`src/shared/mic_pkg.sv`:
```
`default_nettype none
package mic_pkg;
    localparam logic [7:0] ADDR_INTERRUPT_ENABLE_0 = 8'ha8;
    localparam logic [7:0] ADDR_INTERRUPT_REQUEST_FLAGS = 8'hc0;
    localparam logic [7:0] ADDR_IEN1 = 8'he4;
    localparam logic [7:0] ADDR_PRIO = 8'he5;
    // Group registers for external interrupts 4, 5 and 6, low byte first
    localparam logic [23:0] GRP_ADDR = 24'he3e2e1;
    localparam logic [7:0] RESET_VAL = 8'h00;
    localparam logic [7:0] INTERRUPT_ENABLE_0_MASK = 8'hdf;
    localparam logic [7:0] INTERRUPT_REQUEST_FLAGS_MASK = 8'h3e;
    localparam logic [7:0] IEN1_MASK = 8'h3e;
    localparam logic [7:0] PRIO_MASK = 8'h3f;
    // Enable register 0 fields
    localparam int BIT_EXT0 = 0;
    localparam int BIT_T0 = 1;
    localparam int BIT_EXT1 = 2;
    localparam int BIT_T1 = 3;
    localparam int BIT_SER = 4;
    localparam int BIT_GIE = 7;
    // Request flag and enable register 1 fields
    localparam int BIT_X2 = 1;
    localparam int BIT_X3 = 2;
    localparam int BIT_X4 = 3;
    localparam int BIT_X5 = 4;
    localparam int BIT_X6 = 5;
    // Pins: user port 7..0, then the two dedicated pins
    localparam int NPIN = 10;
    localparam int PIN_A = 8;
    localparam int PIN_B = 9;
    localparam int NGRP = 3;
    localparam int GRP_SRC = 3;
    // Sources in polling order, lowest index wins within a level
    localparam int NSRC = 10;
    localparam int SRC_EXT0 = 0;
    localparam int SRC_EXT1 = 3;
    // Vector slot of each source, 4 bits per source
    localparam logic [39:0] SRC_SLOT = 40'hdc4b3a2910;
    // Priority group of each source, 3 bits per source
    localparam logic [29:0] SRC_GROUP = {3'h5, 3'h4, 3'h4, 3'h3, 3'h3,
                                         3'h2, 3'h2, 3'h1, 3'h1, 3'h0};
    localparam logic [15:0] VEC_BASE = 16'h0003;
    localparam logic [15:0] VEC_STEP = 16'h0008;
    typedef enum logic [2:0] {
        ST_IDLE = 3'b001,
        ST_ARMED = 3'b010,
        ST_CALL = 3'b100
    } mic_state_t;
endpackage
`default_nettype wire

```
`src/design/mic_interrupt_controller.sv`:
```
// Functional notes
// - Only strictly higher level pre-empts a service
// - Return ends service, restores previous level
// - Flags set whether enabled or not
// - Sample each machine cycle, call next cycle
// - Equal or higher service blocks new request
// - Detect one cycle, core spends six calling
// - Global enable low blocks every interrupt
// - Enable bits 4..0 gate five core sources
// - Request register holds flags 6..2 in bits 5..1
// - Group sources masked, ORed, flagged separately
// - User port drives high and low paths
// - Two pins with selectable edge polarity
// - Groups: card, usb/clock/keypad, i2c/fault/compare
// - Group outputs converted to rising edges
// - Core flag cleared when core takes vector
// - Reading a group register clears its flags
// - Vectors from 0x0003, eight bytes apart
`timescale 1ns/1ps
`default_nettype none
module mic_interrupt_controller (
    input wire logic clock,
    input wire logic reset,
    input wire logic [7:0] sfr_addr,
    input wire logic sfr_wr,
    input wire logic sfr_rd,
    input wire logic [7:0] sfr_wdata,
    output logic [7:0] sfr_rdata,
    input wire logic machine_cycle,
    input wire logic call_ack,
    input wire logic return_from_interrupt,
    output logic irq_call,
    output logic [15:0] irq_vector,
    output logic servicing,
    input wire logic [7:0] user_port_pins,
    input wire logic [7:0] user_port_irq_hi_select,
    input wire logic [7:0] user_port_irq_lo_select,
    input wire logic [7:0] user_port_irq_invert,
    input wire logic irq_pin_a,
    input wire logic irq_pin_b,
    input wire logic irq_pin_a_rising,
    input wire logic irq_pin_b_rising,
    input wire logic timer0_overflow,
    input wire logic timer1_overflow,
    input wire logic serial0_request,
    input wire logic [mic_pkg::GRP_SRC-1:0] smart_card_events,
    input wire logic [mic_pkg::GRP_SRC-1:0] usb_rtc_keypad_events,
    input wire logic [mic_pkg::GRP_SRC-1:0] i2c_fault_compare_events
);
    import mic_pkg::*;

    logic [NPIN-1:0] pin_raw;
    logic [NPIN-1:0] pin_s1;
    logic [NPIN-1:0] pin_s2;
    logic [NPIN-1:0] pin_s3;
    logic [NPIN-1:0] pin_level;
    logic [7:0] interrupt_enable_0;
    logic [7:0] ien1;
    logic [7:0] interrupt_request_flags;
    logic [7:0] prio;
    logic ext0_flag;
    logic ext1_flag;
    logic t0_flag;
    logic t1_flag;
    logic [3:0] edge_now;
    logic [3:0] edge_prev;
    logic [3:0] edge_rise;
    logic [GRP_SRC-1:0] grp_ev [NGRP];
    logic [GRP_SRC-1:0] grp_en [NGRP];
    logic [GRP_SRC-1:0] grp_fl [NGRP];
    logic [7:0] grp_rd_val [NGRP];
    logic [NGRP-1:0] grp_hit;
    logic [NGRP-1:0] grp_any;
    logic [NGRP-1:0] grp_prev;
    logic [NGRP-1:0] grp_rise;
    logic [NSRC-1:0] pend;
    logic [NSRC-1:0] en_vec;
    logic [NSRC-1:0] lvl_hi;
    logic [NSRC-1:0] elig;
    logic [NSRC-1:0] req;
    logic [NSRC-1:0] req_hi;
    logic [NSRC-1:0] pick;
    logic [NSRC-1:0] clr_src;
    logic [3:0] win;
    logic [3:0] sel_src;
    logic [3:0] sel_slot;
    logic sel_hi;
    logic in_hi;
    logic in_lo;
    logic next_in_hi;
    logic next_in_lo;
    mic_state_t st;
    wire ack_take;
    wire any_req;
    wire interrupt_enable_0_wr;
    wire ien1_wr;
    wire interrupt_request_flags_wr;
    wire prio_wr;
    wire [7:0] interrupt_request_flags_set;
    wire [7:0] interrupt_request_flags_clr;
    wire [7:0] next_interrupt_request_flags;
    wire [7:0] grp_mux;
    wire [7:0] rd_mux;
    wire [15:0] next_vector;

    // Three stages; a level only counts once stages two and three agree
    assign pin_raw = {irq_pin_b, irq_pin_a, user_port_pins};
    generate
        for (genvar i = 0; i < NPIN; i++) begin : g_sync
            always_ff @(posedge clock or posedge reset) begin
                if (reset) begin
                    pin_s1[i] <= 1'b0;
                    pin_s2[i] <= 1'b0;
                    pin_s3[i] <= 1'b0;
                    pin_level[i] <= 1'b0;
                end else begin
                    pin_s1[i] <= pin_raw[i];
                    pin_s2[i] <= pin_s1[i];
                    pin_s3[i] <= pin_s2[i];
                    if (pin_s2[i] == pin_s3[i]) begin
                        pin_level[i] <= pin_s3[i];
                    end
                end
            end
        end
    endgenerate

    // Changing a polarity select while a pin sits active can fake one edge
    assign edge_now[0] = |((pin_level[7:0] ^ user_port_irq_invert)
                           & user_port_irq_hi_select);
    assign edge_now[1] = |((pin_level[7:0] ^ user_port_irq_invert)
                           & user_port_irq_lo_select);
    assign edge_now[2] = pin_level[PIN_A] ~^ irq_pin_a_rising;
    assign edge_now[3] = pin_level[PIN_B] ~^ irq_pin_b_rising;
    assign edge_rise = edge_now & ~edge_prev;
    assign grp_ev[0] = smart_card_events;
    assign grp_ev[1] = usb_rtc_keypad_events;
    assign grp_ev[2] = i2c_fault_compare_events;
    generate
        for (genvar k = 0; k < NGRP; k++) begin : g_grp
            assign grp_hit[k] = sfr_addr == GRP_ADDR[k*8 +: 8];
            assign grp_any[k] = |(grp_fl[k] & grp_en[k]);
            assign grp_rise[k] = grp_any[k] & ~grp_prev[k];
            assign grp_rd_val[k][7:2*GRP_SRC] = '0;
            for (genvar j = 0; j < GRP_SRC; j++) begin : g_bit
                assign grp_rd_val[k][2*j] = grp_fl[k][j];
                assign grp_rd_val[k][2*j+1] = grp_en[k][j];
            end
            always_ff @(posedge clock or posedge reset) begin
                if (reset) begin
                    grp_en[k] <= '0;
                    grp_fl[k] <= '0;
                    grp_prev[k] <= 1'b0;
                end else begin
                    if (sfr_wr && grp_hit[k]) begin
                        for (int j = 0; j < GRP_SRC; j++) begin
                            grp_en[k][j] <= sfr_wdata[2*j+1];
                        end
                    end
                    // New events win over the clear caused by a read
                    grp_fl[k] <= grp_ev[k]
                                 | ((sfr_rd && grp_hit[k]) ? '0 : grp_fl[k]);
                    grp_prev[k] <= grp_any[k];
                end
            end
        end
    endgenerate

    assign interrupt_enable_0_wr = sfr_wr && sfr_addr == ADDR_INTERRUPT_ENABLE_0;
    assign ien1_wr = sfr_wr && sfr_addr == ADDR_IEN1;
    assign interrupt_request_flags_wr = sfr_wr && sfr_addr == ADDR_INTERRUPT_REQUEST_FLAGS;
    assign prio_wr = sfr_wr && sfr_addr == ADDR_PRIO;
    assign ack_take = st == ST_CALL && call_ack;
    assign interrupt_request_flags_set = {2'b00, grp_rise, edge_rise[3:2], 1'b0};
    assign interrupt_request_flags_clr = {2'b00, clr_src[9], clr_src[8], clr_src[6],
                        clr_src[4], clr_src[2], 1'b0};
    assign next_interrupt_request_flags = (((interrupt_request_flags_wr ? sfr_wdata : interrupt_request_flags) & ~interrupt_request_flags_clr)
                         | interrupt_request_flags_set) & INTERRUPT_REQUEST_FLAGS_MASK;

    always_ff @(posedge clock or posedge reset) begin
        if (reset) begin
            interrupt_enable_0 <= RESET_VAL;
            ien1 <= RESET_VAL;
            interrupt_request_flags <= RESET_VAL;
            prio <= RESET_VAL;
            edge_prev <= '1; // No false edge from a pin resting active low at reset
        end else begin
            if (interrupt_enable_0_wr) begin
                interrupt_enable_0 <= sfr_wdata & INTERRUPT_ENABLE_0_MASK;
            end
            if (ien1_wr) begin
                ien1 <= sfr_wdata & IEN1_MASK;
            end
            if (prio_wr) begin
                prio <= sfr_wdata & PRIO_MASK;
            end
            interrupt_request_flags <= next_interrupt_request_flags;
            edge_prev <= edge_now;
        end
    end

    // Core-level flags: set by hardware, cleared when the vector is taken
    always_ff @(posedge clock or posedge reset) begin
        if (reset) begin
            ext0_flag <= 1'b0;
            ext1_flag <= 1'b0;
            t0_flag <= 1'b0;
            t1_flag <= 1'b0;
        end else begin
            ext0_flag <= edge_rise[0] | (ext0_flag & ~clr_src[SRC_EXT0]);
            ext1_flag <= edge_rise[1] | (ext1_flag & ~clr_src[SRC_EXT1]);
            t0_flag <= timer0_overflow | (t0_flag & ~clr_src[1]);
            t1_flag <= timer1_overflow | (t1_flag & ~clr_src[5]);
        end
    end

    // Serial request is a level owned by the channel and is not cleared here
    assign pend = {interrupt_request_flags[BIT_X6], interrupt_request_flags[BIT_X5], serial0_request, interrupt_request_flags[BIT_X4],
                   t1_flag, interrupt_request_flags[BIT_X3], ext1_flag, interrupt_request_flags[BIT_X2], t0_flag,
                   ext0_flag};
    assign en_vec = {ien1[BIT_X6], ien1[BIT_X5], interrupt_enable_0[BIT_SER], ien1[BIT_X4],
                     interrupt_enable_0[BIT_T1], ien1[BIT_X3], interrupt_enable_0[BIT_EXT1], ien1[BIT_X2],
                     interrupt_enable_0[BIT_T0], interrupt_enable_0[BIT_EXT0]};

    generate
        for (genvar i = 0; i < NSRC; i++) begin : g_src
            assign lvl_hi[i] = prio[SRC_GROUP[i*3 +: 3]];
            assign elig[i] = lvl_hi[i] ? !in_hi : !(in_hi || in_lo);
            assign clr_src[i] = ack_take && sel_src == 4'(i);
        end
    endgenerate

    assign req = pend & en_vec & elig & {NSRC{interrupt_enable_0[BIT_GIE]}};
    assign req_hi = req & lvl_hi;
    assign pick = (|req_hi) ? req_hi : req;
    assign any_req = |req;
    // Fixed polling order: the lowest index among the chosen level wins
    always_comb begin
        win = 4'h0;
        for (int i = NSRC - 1; i >= 0; i--) begin
            if (pick[i]) begin
                win = 4'(i);
            end
        end
    end

    assign sel_slot = SRC_SLOT[sel_src*4 +: 4];
    assign next_vector = VEC_BASE + 16'(sel_slot) * VEC_STEP;
    always_ff @(posedge clock or posedge reset) begin
        if (reset) begin
            st <= ST_IDLE;
            sel_src <= 4'h0;
            sel_hi <= 1'b0;
            irq_call <= 1'b0;
            irq_vector <= 16'h0000;
        end else begin
            unique case (st)
                ST_IDLE: begin
                    if (machine_cycle && any_req) begin
                        sel_src <= win;
                        sel_hi <= lvl_hi[win];
                        st <= ST_ARMED;
                    end
                end
                ST_ARMED: begin
                    if (machine_cycle) begin
                        irq_call <= 1'b1;
                        irq_vector <= next_vector;
                        st <= ST_CALL;
                    end
                end
                ST_CALL: begin
                    if (call_ack) begin
                        irq_call <= 1'b0;
                        st <= ST_IDLE;
                    end
                end
            endcase
        end
    end

    // Two service levels; a return leaves the higher one first
    always_comb begin
        next_in_hi = in_hi;
        next_in_lo = in_lo;
        if (ack_take) begin
            next_in_hi = in_hi | sel_hi;
            next_in_lo = in_lo | ~sel_hi;
        end else if (return_from_interrupt) begin
            if (in_hi) begin
                next_in_hi = 1'b0;
            end else begin
                next_in_lo = 1'b0;
            end
        end
    end

    always_ff @(posedge clock or posedge reset) begin
        if (reset) begin
            in_hi <= 1'b0;
            in_lo <= 1'b0;
            servicing <= 1'b0;
        end else begin
            in_hi <= next_in_hi;
            in_lo <= next_in_lo;
            servicing <= next_in_hi | next_in_lo;
        end
    end

    assign grp_mux = grp_hit[0] ? grp_rd_val[0] :
                     grp_hit[1] ? grp_rd_val[1] :
                     grp_hit[2] ? grp_rd_val[2] : 8'h00;
    assign rd_mux = (sfr_addr == ADDR_INTERRUPT_ENABLE_0) ? interrupt_enable_0 :
                    (sfr_addr == ADDR_INTERRUPT_REQUEST_FLAGS) ? interrupt_request_flags :
                    (sfr_addr == ADDR_IEN1) ? ien1 :
                    (sfr_addr == ADDR_PRIO) ? prio : grp_mux;
    always_ff @(posedge clock or posedge reset) begin
        if (reset) begin
            sfr_rdata <= 8'h00;
        end else if (sfr_rd) begin
            sfr_rdata <= rd_mux;
        end
    end
endmodule // mic_interrupt_controller
`default_nettype wire

```
`config.mk`:
```
export PLATFORM = sky130hd
export DESIGN_NAME = mic_interrupt_controller
export DESIGN_NICKNAME = d
export VERILOG_FILES = /design/src/shared/mic_pkg.sv /design/src/design/mic_interrupt_controller.sv
export SDC_FILE = /design/constraint.sdc
export NUM_CORES = 1
export LEC_CHECK = 0
export ABC_AREA = 1
export ABC_CLOCK_PERIOD_IN_PS = 4400
export BUFFER_PORTS_ARGS = -buffer_cell sky130_fd_sc_hd__buf_2
export CAP_MARGIN = 20
export CORE_UTILIZATION = 45
export DETAILED_ROUTE_END_ITERATION = 12
export PLACE_DENSITY = 0.62
export SLEW_MARGIN = 5
export SYNTH_ARGS = -nofsm -noshare
export SYNTH_HDL_FRONTEND = slang
export SYNTH_SLANG_ARGS = --single-unit
```
`constraint.sdc`:
```
create_clock -name clock -period 4.4 [get_ports clock]
set_input_delay 0.22 -clock clock [delete_from_list [all_inputs] [get_ports clock]]
set_output_delay 0.22 -clock clock [all_outputs]
set_load 0.02 [all_outputs]
```
==> results of run 1 <==
worst max-delay path by stage:
| stage | cells after the start | from | to |
|---|---|---|---|
| after floorplan | 1 | reset | ext0_flag |
| after global placement | 11 | interrupt_enable_0[7] | irq_vector[6] |
| after detailed placement | 11 | interrupt_enable_0[7] | irq_vector[6] |
| after CTS | 11 | interrupt_enable_0[7] | irq_vector[6] |
| after global routing | 11 | interrupt_enable_0[7] | irq_vector[6] |
| final | 11 | interrupt_enable_0[7] | irq_vector[6] |
per-stage QoR:
stage | hold slack, ns | instance area [µm²] | power, W
floorplan | 0.251 | 5540 | 0.00147
global route | 0.0220 | 6900 | 0.00316
detailed placement | 0.329 | 6060 | 0.00159
global placement | 0.328 | 6060 | 0.00158
CTS | 0.00540 | 6870 | 0.00305
finish | 0.0110 | 6900 | 0.00303
layout by cell type (no fill, tap or decap), drive strengths merged, types with 5 or more instances in the layout:
cell | netlist | routed
dlygate4sd3 | 0 | 20
ha | 5 | 5
o22ai | 6 | 6
o21bai | 10 | 10
buf | 12 | 88
inv | 94 | 102
nor2 | 42 | 42
a221oi | 6 | 6
dfstp | 5 | 5
conb | 1 | 10
o21ai | 59 | 59
a21oi | 18 | 18
xnor2 | 7 | 7
nand2 | 160 | 160
nor3 | 12 | 12
nand3 | 27 | 27
clkbuf | 3 | 17
maj3 | 10 | 10
dfrtp | 112 | 112
cell type report:
| type | instances | area share |
|---|---|---|
| Clock buffer | 17 | 0.0616 |
| Inverter | 95 | 0.0522 |
| Timing Repair Buffer | 108 | 0.0964 |
| Multi-Input combinational cell | 399 | 0.311 |
| Tap cell | 147 | 0.0266 |
| Clock inverter | 15 | 0.0274 |
| Sequential cell | 117 | 0.425 |
state kept, by name, summed over array words and instances, names as in the netlist, 3 cells and up:
signal / cells
pin_level: 10
pin_s1: 10
pin_s2: 10
pin_s3: 10
grp_en: 9
grp_fl: 9
sfr_rdata: 8
interrupt_enable_0: 7
prio: 6
ien1: 5
interrupt_request_flags: 5
irq_vector: 5
edge_prev: 4
sel_src: 4
grp_prev: 3
st: 3
per-layer routing:
| layer | part of all wire | routed length, µm | GRT usage |
|---|---|---|---|
| met1 | 0.46 | 6080 | 0.296 |
| met2 | 0.48 | 6370 | 0.374 |
| met3 | 0.039 | 512 | 0.0497 |
| met4 | 0.023 | 303 | 0.100 |
| met5 | 0 | 0 | 0 |
power breakdown:
part / internal [W] / leakage, nW / switching [W]
clock: 0.000903 / 0.296 / 0.000536
sequential: 0.00116 / 1.39 / 0.0000543
combinational: 0.000137 / 1.75 / 0.000236
kinds of logic after synthesis:
family | count (synthesis) | synth area share
mux | 3 | 0.00613
buf+inv | 110 | 0.0841
flops | 117 | 0.533
fa+ha+maj | 15 | 0.0295
simple gates | 250 | 0.208
compound gates | 112 | 0.125
xor+xnor | 9 | 0.0143
other cells | 1 | 0.000681
worst max-delay path: stages, from the launching register on:
cell	delay, ns
dfrtp_1	0.65
nand3_1	0.23
nor2_1	0.19
nor2_1	0.07
o2111ai_1	0.18
nand2_1	0.10
a21oi_1	0.26
inv_1	0.08
nor2_1	0.26
inv_1	0.20
nand2_1	0.10
o21ai_0	0.07
repair_timing:
| action | in CTS | in global routing |
|---|---|---|
| hold buffers | 19 | 1 |
| hold endpoints to repair | 19 | 18 |
| buffers inserted | 0 | 0 |
==> results.md, run 1 <==
* H-Tree Depth at 4
* Clock Latency Late Sink at 0.42 ns
* Seq cells post-synth at 117
* Worst EP arrival at 2.81 ns
* GP Congestion at 0.861
* WS Path Type: reg2reg
* Number of global-route vias before repair at 4427
* Vias at 4444
* Layout fillers at 1047
* Hold_sp: i2c_fault_compare_events[2]
* Area grow syn2layout at 25.3%
* Final cell count without fillers at 898
* Power Dens Cells at 439 nW/µm²
* Die height at 113 µm
* Layout cell share with drive strength beyond 1 at 0.234
* Fin. Hold Viols at 0
* Avg Synthesized Cell Area at 8.93 µm²
* Most numerous cell in the Yosys netlist: nand2_1
* Fmax at 397 MHz
* Synth warnings at 0
* Register area at 2930 µm²
* Clock skew at 0.00579 ns
* Top cell type's share of synthesized area at 0.509
* Global-route wire length before repair at 22.0 mm
* DRC violations left at 0
* Synth Cell Area at 5510 µm²
* HP Class: in2reg
* Register area share after synthesis at 0.533
* Area of the multi-input gates at 2140 µm²
* Status: complete, no violations
* # Max-Cap Violations at 0
* Worst-Margin Slew at 0.865 ns
* Core footprint at 12000 µm²
* Fin crit share at 0.572
* Worst hold endpoint: grp_fl[2]
* Reg2reg end: irq_vector[6]
* Port Buffer Count at 86
* Initial antenna violation count at 0
* Critical Path Fanout Max at 11
* Leakage power at 3.43 nW
* DRT Pass-1 Iters at 5
* Setup TNS at 0 ns
* Dpl cells at 845
* Post-Place Worst Slack at 1.90 ns
* CTS max path bufs at 2
* # diodes at 0
* Clk sinks at 117
* Hold path depth at 2
* Initial Utilization at 0.460
* Critical Path RT at 4.70 ns
* Global route overflow at 0
* Vias per cell at 4.95
* Cts repair resizes at 0
* Startpoint types: register
* Endpoints failing setup at 0
* Post-DP HPWL at 9.70 mm
* CTS tree: done
* Number of synthesized flops with an enable pin at 0
* Reg2reg path depth at 11
* Post-layout util at 0.577
* Drt initial violations at 288
* Count of cell types in the netlist at 45
* WL/cell at 14.8 µm
* Routed wire length at 13.3 mm
* Reg clk slew, reported paths at 0.06 ns
* Fin worst setup slack at 1.88 ns
* CTS Buf Count at 17
* Synth area leader: dfrtp_1
* Final #Nets at 814
* Final Max Tran Viols at 0
* Worst vdd ir at 274 µV
* Post-layout min period at 2.52 ns
* All-Layer GR Usage at 0.230
* Post-synth top cells: nand2_1 (141), dfrtp_1 (112), inv_1 (90)
* Syn Inst Count at 617
* Row count at 40
* Reg2Reg Setup Slack at 1.88 ns
* IO Pins at 97
* Root Buffer Master: clkbuf_16
* Die ar. at 12700 µm²
* Reg2Reg Launch Point: interrupt_enable_0[7]
* Largest net degree at the start of global routing at 82
* Final ANT Viol Nets at 0
* Setup crit end kind: register
* Synth async-reset ratio at 1.00
* RSZ-0062 raised after global routing: false
* Die Width at 113 µm
* Largest cells by area after synthesis: dfrtp_1 (51%), nand2_1 (9.6%), inv_1 (6.1%), o21ai_0 (5.1%), nor2_1 (2.6%)
* Slew margin rel. at 0.421
* Top FF cell, synth: dfrtp_1
Note: power is estimated with default switching activity, not from simulation.
==> inputs of run 2 (changes only) <==
--- a/config.mk
+++ b/config.mk
@@ -6,12 +6,12 @@
 export NUM_CORES = 1
 export LEC_CHECK = 0
 export ABC_AREA = 1
-export ABC_CLOCK_PERIOD_IN_PS = 4400
+export ABC_CLOCK_PERIOD_IN_PS = 2300
 export BUFFER_PORTS_ARGS = -buffer_cell sky130_fd_sc_hd__buf_2
 export CAP_MARGIN = 20
 export CORE_UTILIZATION = 45
 export DETAILED_ROUTE_END_ITERATION = 12
-export PLACE_DENSITY = 0.62
+export PLACE_DENSITY = 0.65
 export SLEW_MARGIN = 5
 export SYNTH_ARGS = -nofsm -noshare
 export SYNTH_HDL_FRONTEND = slang
==> constraint.sdc (replaced) <==
create_clock -name clock -period 2.3 [get_ports clock]
set_input_delay 0.115 -clock clock [delete_from_list [all_inputs] [get_ports clock]]
set_output_delay 0.115 -clock clock [all_outputs]
set_load 0.02 [all_outputs]
==> run 2 against run 1 <==
Compared with the run above: clock power is 68% higher; maximum frequency is 13% higher; count of clock-buffer cells in the layout is 2 higher; critical endpoint is now sel_hi; routed wire length is 2.5% higher; die area stayed put; worst setup slack worse by 1.8 ns; hold slack better by 0.017 ns; final cell count is 5.5% higher; highest routed layer unchanged; flip-flop and latch count stayed put.
==> results.md, run 2 (same netlist as run 1, synthesis figures left out) <==
* CTS Buf Count at 17 (unchanged)
* Commonest non-fill, non-tap cell in the layout: nand2_1 (unchanged)
* Initial Utilization at 0.460 (unchanged)
* Root Buffer Master: clkbuf_16 (unchanged)
* Logic pwr share at 0.145 (was 0.123)
* Clk sinks at 117 (unchanged)
* Routed wire length at 13.6 mm (was 13.3 mm)
* Reg2Reg Launch Point: interrupt_enable_0[7] (unchanged)
* Port Buffer Count at 86 (unchanged)
* Hold_sp: irq_pin_a_rising (was i2c_fault_compare_events[2])
* GP Congestion at 0.899 (was 0.861)
* Final #Nets at 863 (was 814)
* Worst vdd ir at 515 µV (was 274 µV)
* Internal power at 0.00400 W (was 0.00220 W)
* Part of the power in registers at 0.419 (was 0.402)
* Final cell count without fillers at 947 (was 898)
* CP Launch Point: interrupt_enable_0[7] (unchanged)
* H-Tree Depth at 4 (unchanged)
* WS Path Type: reg2reg (unchanged)
* Drt initial violations at 277 (was 288)
* Sw frac at 0.279 (was 0.273)
* DRT Pass-1 Iters at 5 (unchanged)
* Die Width at 113 µm (unchanged)
* Fmax at 450 MHz (was 397 MHz)
* Initial antenna violation count at 0 (unchanged)
* Critical Path Fanout Max at 5 (was 11)
* Slew margin rel. at 0.580 (was 0.421)
* All-Layer GR Usage at 0.228 (was 0.230)
* Die ar. at 12700 µm² (unchanged)
* Power Dens Cells at 759 nW/µm² (was 439 nW/µm²)
* Net switching power at 0.00155 W (was 0.000826 W)
* Setup crit end kind: register (unchanged)
* WHS at 0.0276 ns (was 0.0110 ns)
* Worst EP arrival at 2.51 ns (was 2.81 ns)
* DRC violations left at 0 (unchanged)
* Area grow syn2layout at 32.6% (was 25.3%)
* Post-layout min period at 2.22 ns (was 2.52 ns)
* Clock Latency Late Sink at 0.41 ns (was 0.42 ns)
* Post-layout util at 0.611 (was 0.577)
* Worst-Margin Slew at 0.628 ns (was 0.865 ns)
* WL/cell at 14.4 µm (was 14.8 µm)
* Die height at 113 µm (unchanged)
* CTS tree: done (unchanged)
* Layout cell share with drive strength beyond 1 at 0.269 (was 0.234)
* Vias per cell at 4.92 (was 4.95)
* Fin crit share at 0.966 (was 0.572)
* Startpoint types: register (unchanged)
* Vias at 4655 (was 4444)
* Post-DP HPWL at 10.1 mm (was 9.70 mm)
* Leakage power at 3.61 nW (was 3.43 nW)
* Global route overflow at 0 (unchanged)
* Final Max Tran Viols at 0 (unchanged)
* Core footprint at 12000 µm² (unchanged)
* Number of global-route vias before repair at 4594 (was 4427)
* Row count at 40 (unchanged)
* Status: complete, no violations (unchanged)
* Most frequent cells in the layout: nand2_1 (136), dfrtp_1 (109), inv_1 (89), buf_2 (86), o21ai_0 (56) (was nand2_1 (141), dfrtp_1 (112), inv_1 (89), buf_2 (86), o21ai_0 (56))
* Global-route wire length before repair at 21.9 mm (was 22.0 mm)
* Dpl cells at 870 (was 845)
* Fin. Hold Viols at 0 (unchanged)
* HP Class: in2reg (unchanged)
* RSZ-0062 raised after global routing: true (was false)
* Overall Power at 0.00555 W (was 0.00303 W)
* Reg clk slew, reported paths at 0.05 ns (was 0.06 ns)
* Final ANT Viol Nets at 0 (unchanged)
* IO Pins at 97 (unchanged)
* Largest net degree at the start of global routing at 58 (was 82)
* Clock skew at 0.00946 ns (was 0.00579 ns)
* CTS max path bufs at 2 (unchanged)
* Endpoints failing setup at 0 (unchanged)
* Clock group share of total power at 0.436 (was 0.475)
* # Max-Cap Violations at 0 (unchanged)
* # diodes at 0 (unchanged)
* Critical Path RT at 2.59 ns (was 4.70 ns)
==> run 2: metrics by stage <==
step                setup TNS (ns)  worst slack (ns)  instance area, µm²
floorplan                        0             0.306                5550
global placement                 0            0.0106                6270
detailed placement         -0.0890           -0.0890                6270
CTS                              0            0.0365                7220
global route                -0.118            -0.118                7300
finish                           0            0.0784                7300
==> run 2: repair_timing <==
item                                    4_1_cts  5_1_grt
hold buffers                                 39        0
pin swaps                                     0        9
setup buffers                                 0        7
endpoints found under the setup margin        1        3
endpoints found under the hold margin        61        0
gates resized for setup                       1       16
==> run 2: final cells by class <==
class	count	area, µm²
fill	1045	4660
sequential	117	2940
clock inverter	13	100
clock buffer	19	453
timing repair buffer	157	1090
inverter	95	367
tap	147	184
multi-input combinational	399	2170
==> run 2: final timing paths <==
kind / end / slack (ns) / cells past startpoint
min: edge_prev[2] / 0.03 / 5
min in group asynchronous: sfr_rdata[6] / 0.33 / 3
max reg2reg: sel_hi / 0.08 / 19
min reg2reg: pin_s2[7] / 0.34 / 0
max: sel_hi / 0.08 / 19
max in group asynchronous: st[0] / 1.24 / 4
==> run 2: power groups by stage <==
stage / registers (W) / clock network, W / logic, W
after floorplan: 0.00236 / 0 / 0.000465
after global placement: 0.00235 / 0 / 0.000698
after detailed placement: 0.00236 / 0 / 0.000718
after CTS: 0.00233 / 0.00246 / 0.000778
after global routing: 0.00234 / 0.00255 / 0.000904
final: 0.00233 / 0.00242 / 0.000804
==> run 2: worst max-delay path, stage by stage (launching register included) <==
cell and delay [ns]:
dfrtp_2 0.42, buf_4 0.17, nand3_2 0.08, a21oi_2 0.07, nand2_1 0.10, nand3_1 0.11
o21bai_1 0.23, nand2_1 0.11, nand2_1 0.06, nand2_1 0.05, nand2_1 0.05, nand2_1 0.05
nand2_1 0.05, nand2_1 0.04, nand2_1 0.06, nand2_2 0.09, a21oi_1 0.13, nor2_1 0.06
nor2_1 0.11, a21oi_2 0.07
==> run 2: routing by layer <==
layer	vias up	track usage	share of wire	wire length [µm]
met1	2180	0.286	0.45	6070
li1	2328	-	-	-
met4	0	0.100	0.022	301
met5	-	0	0	0
met2	122	0.383	0.49	6700
met3	25	0.0464	0.040	540
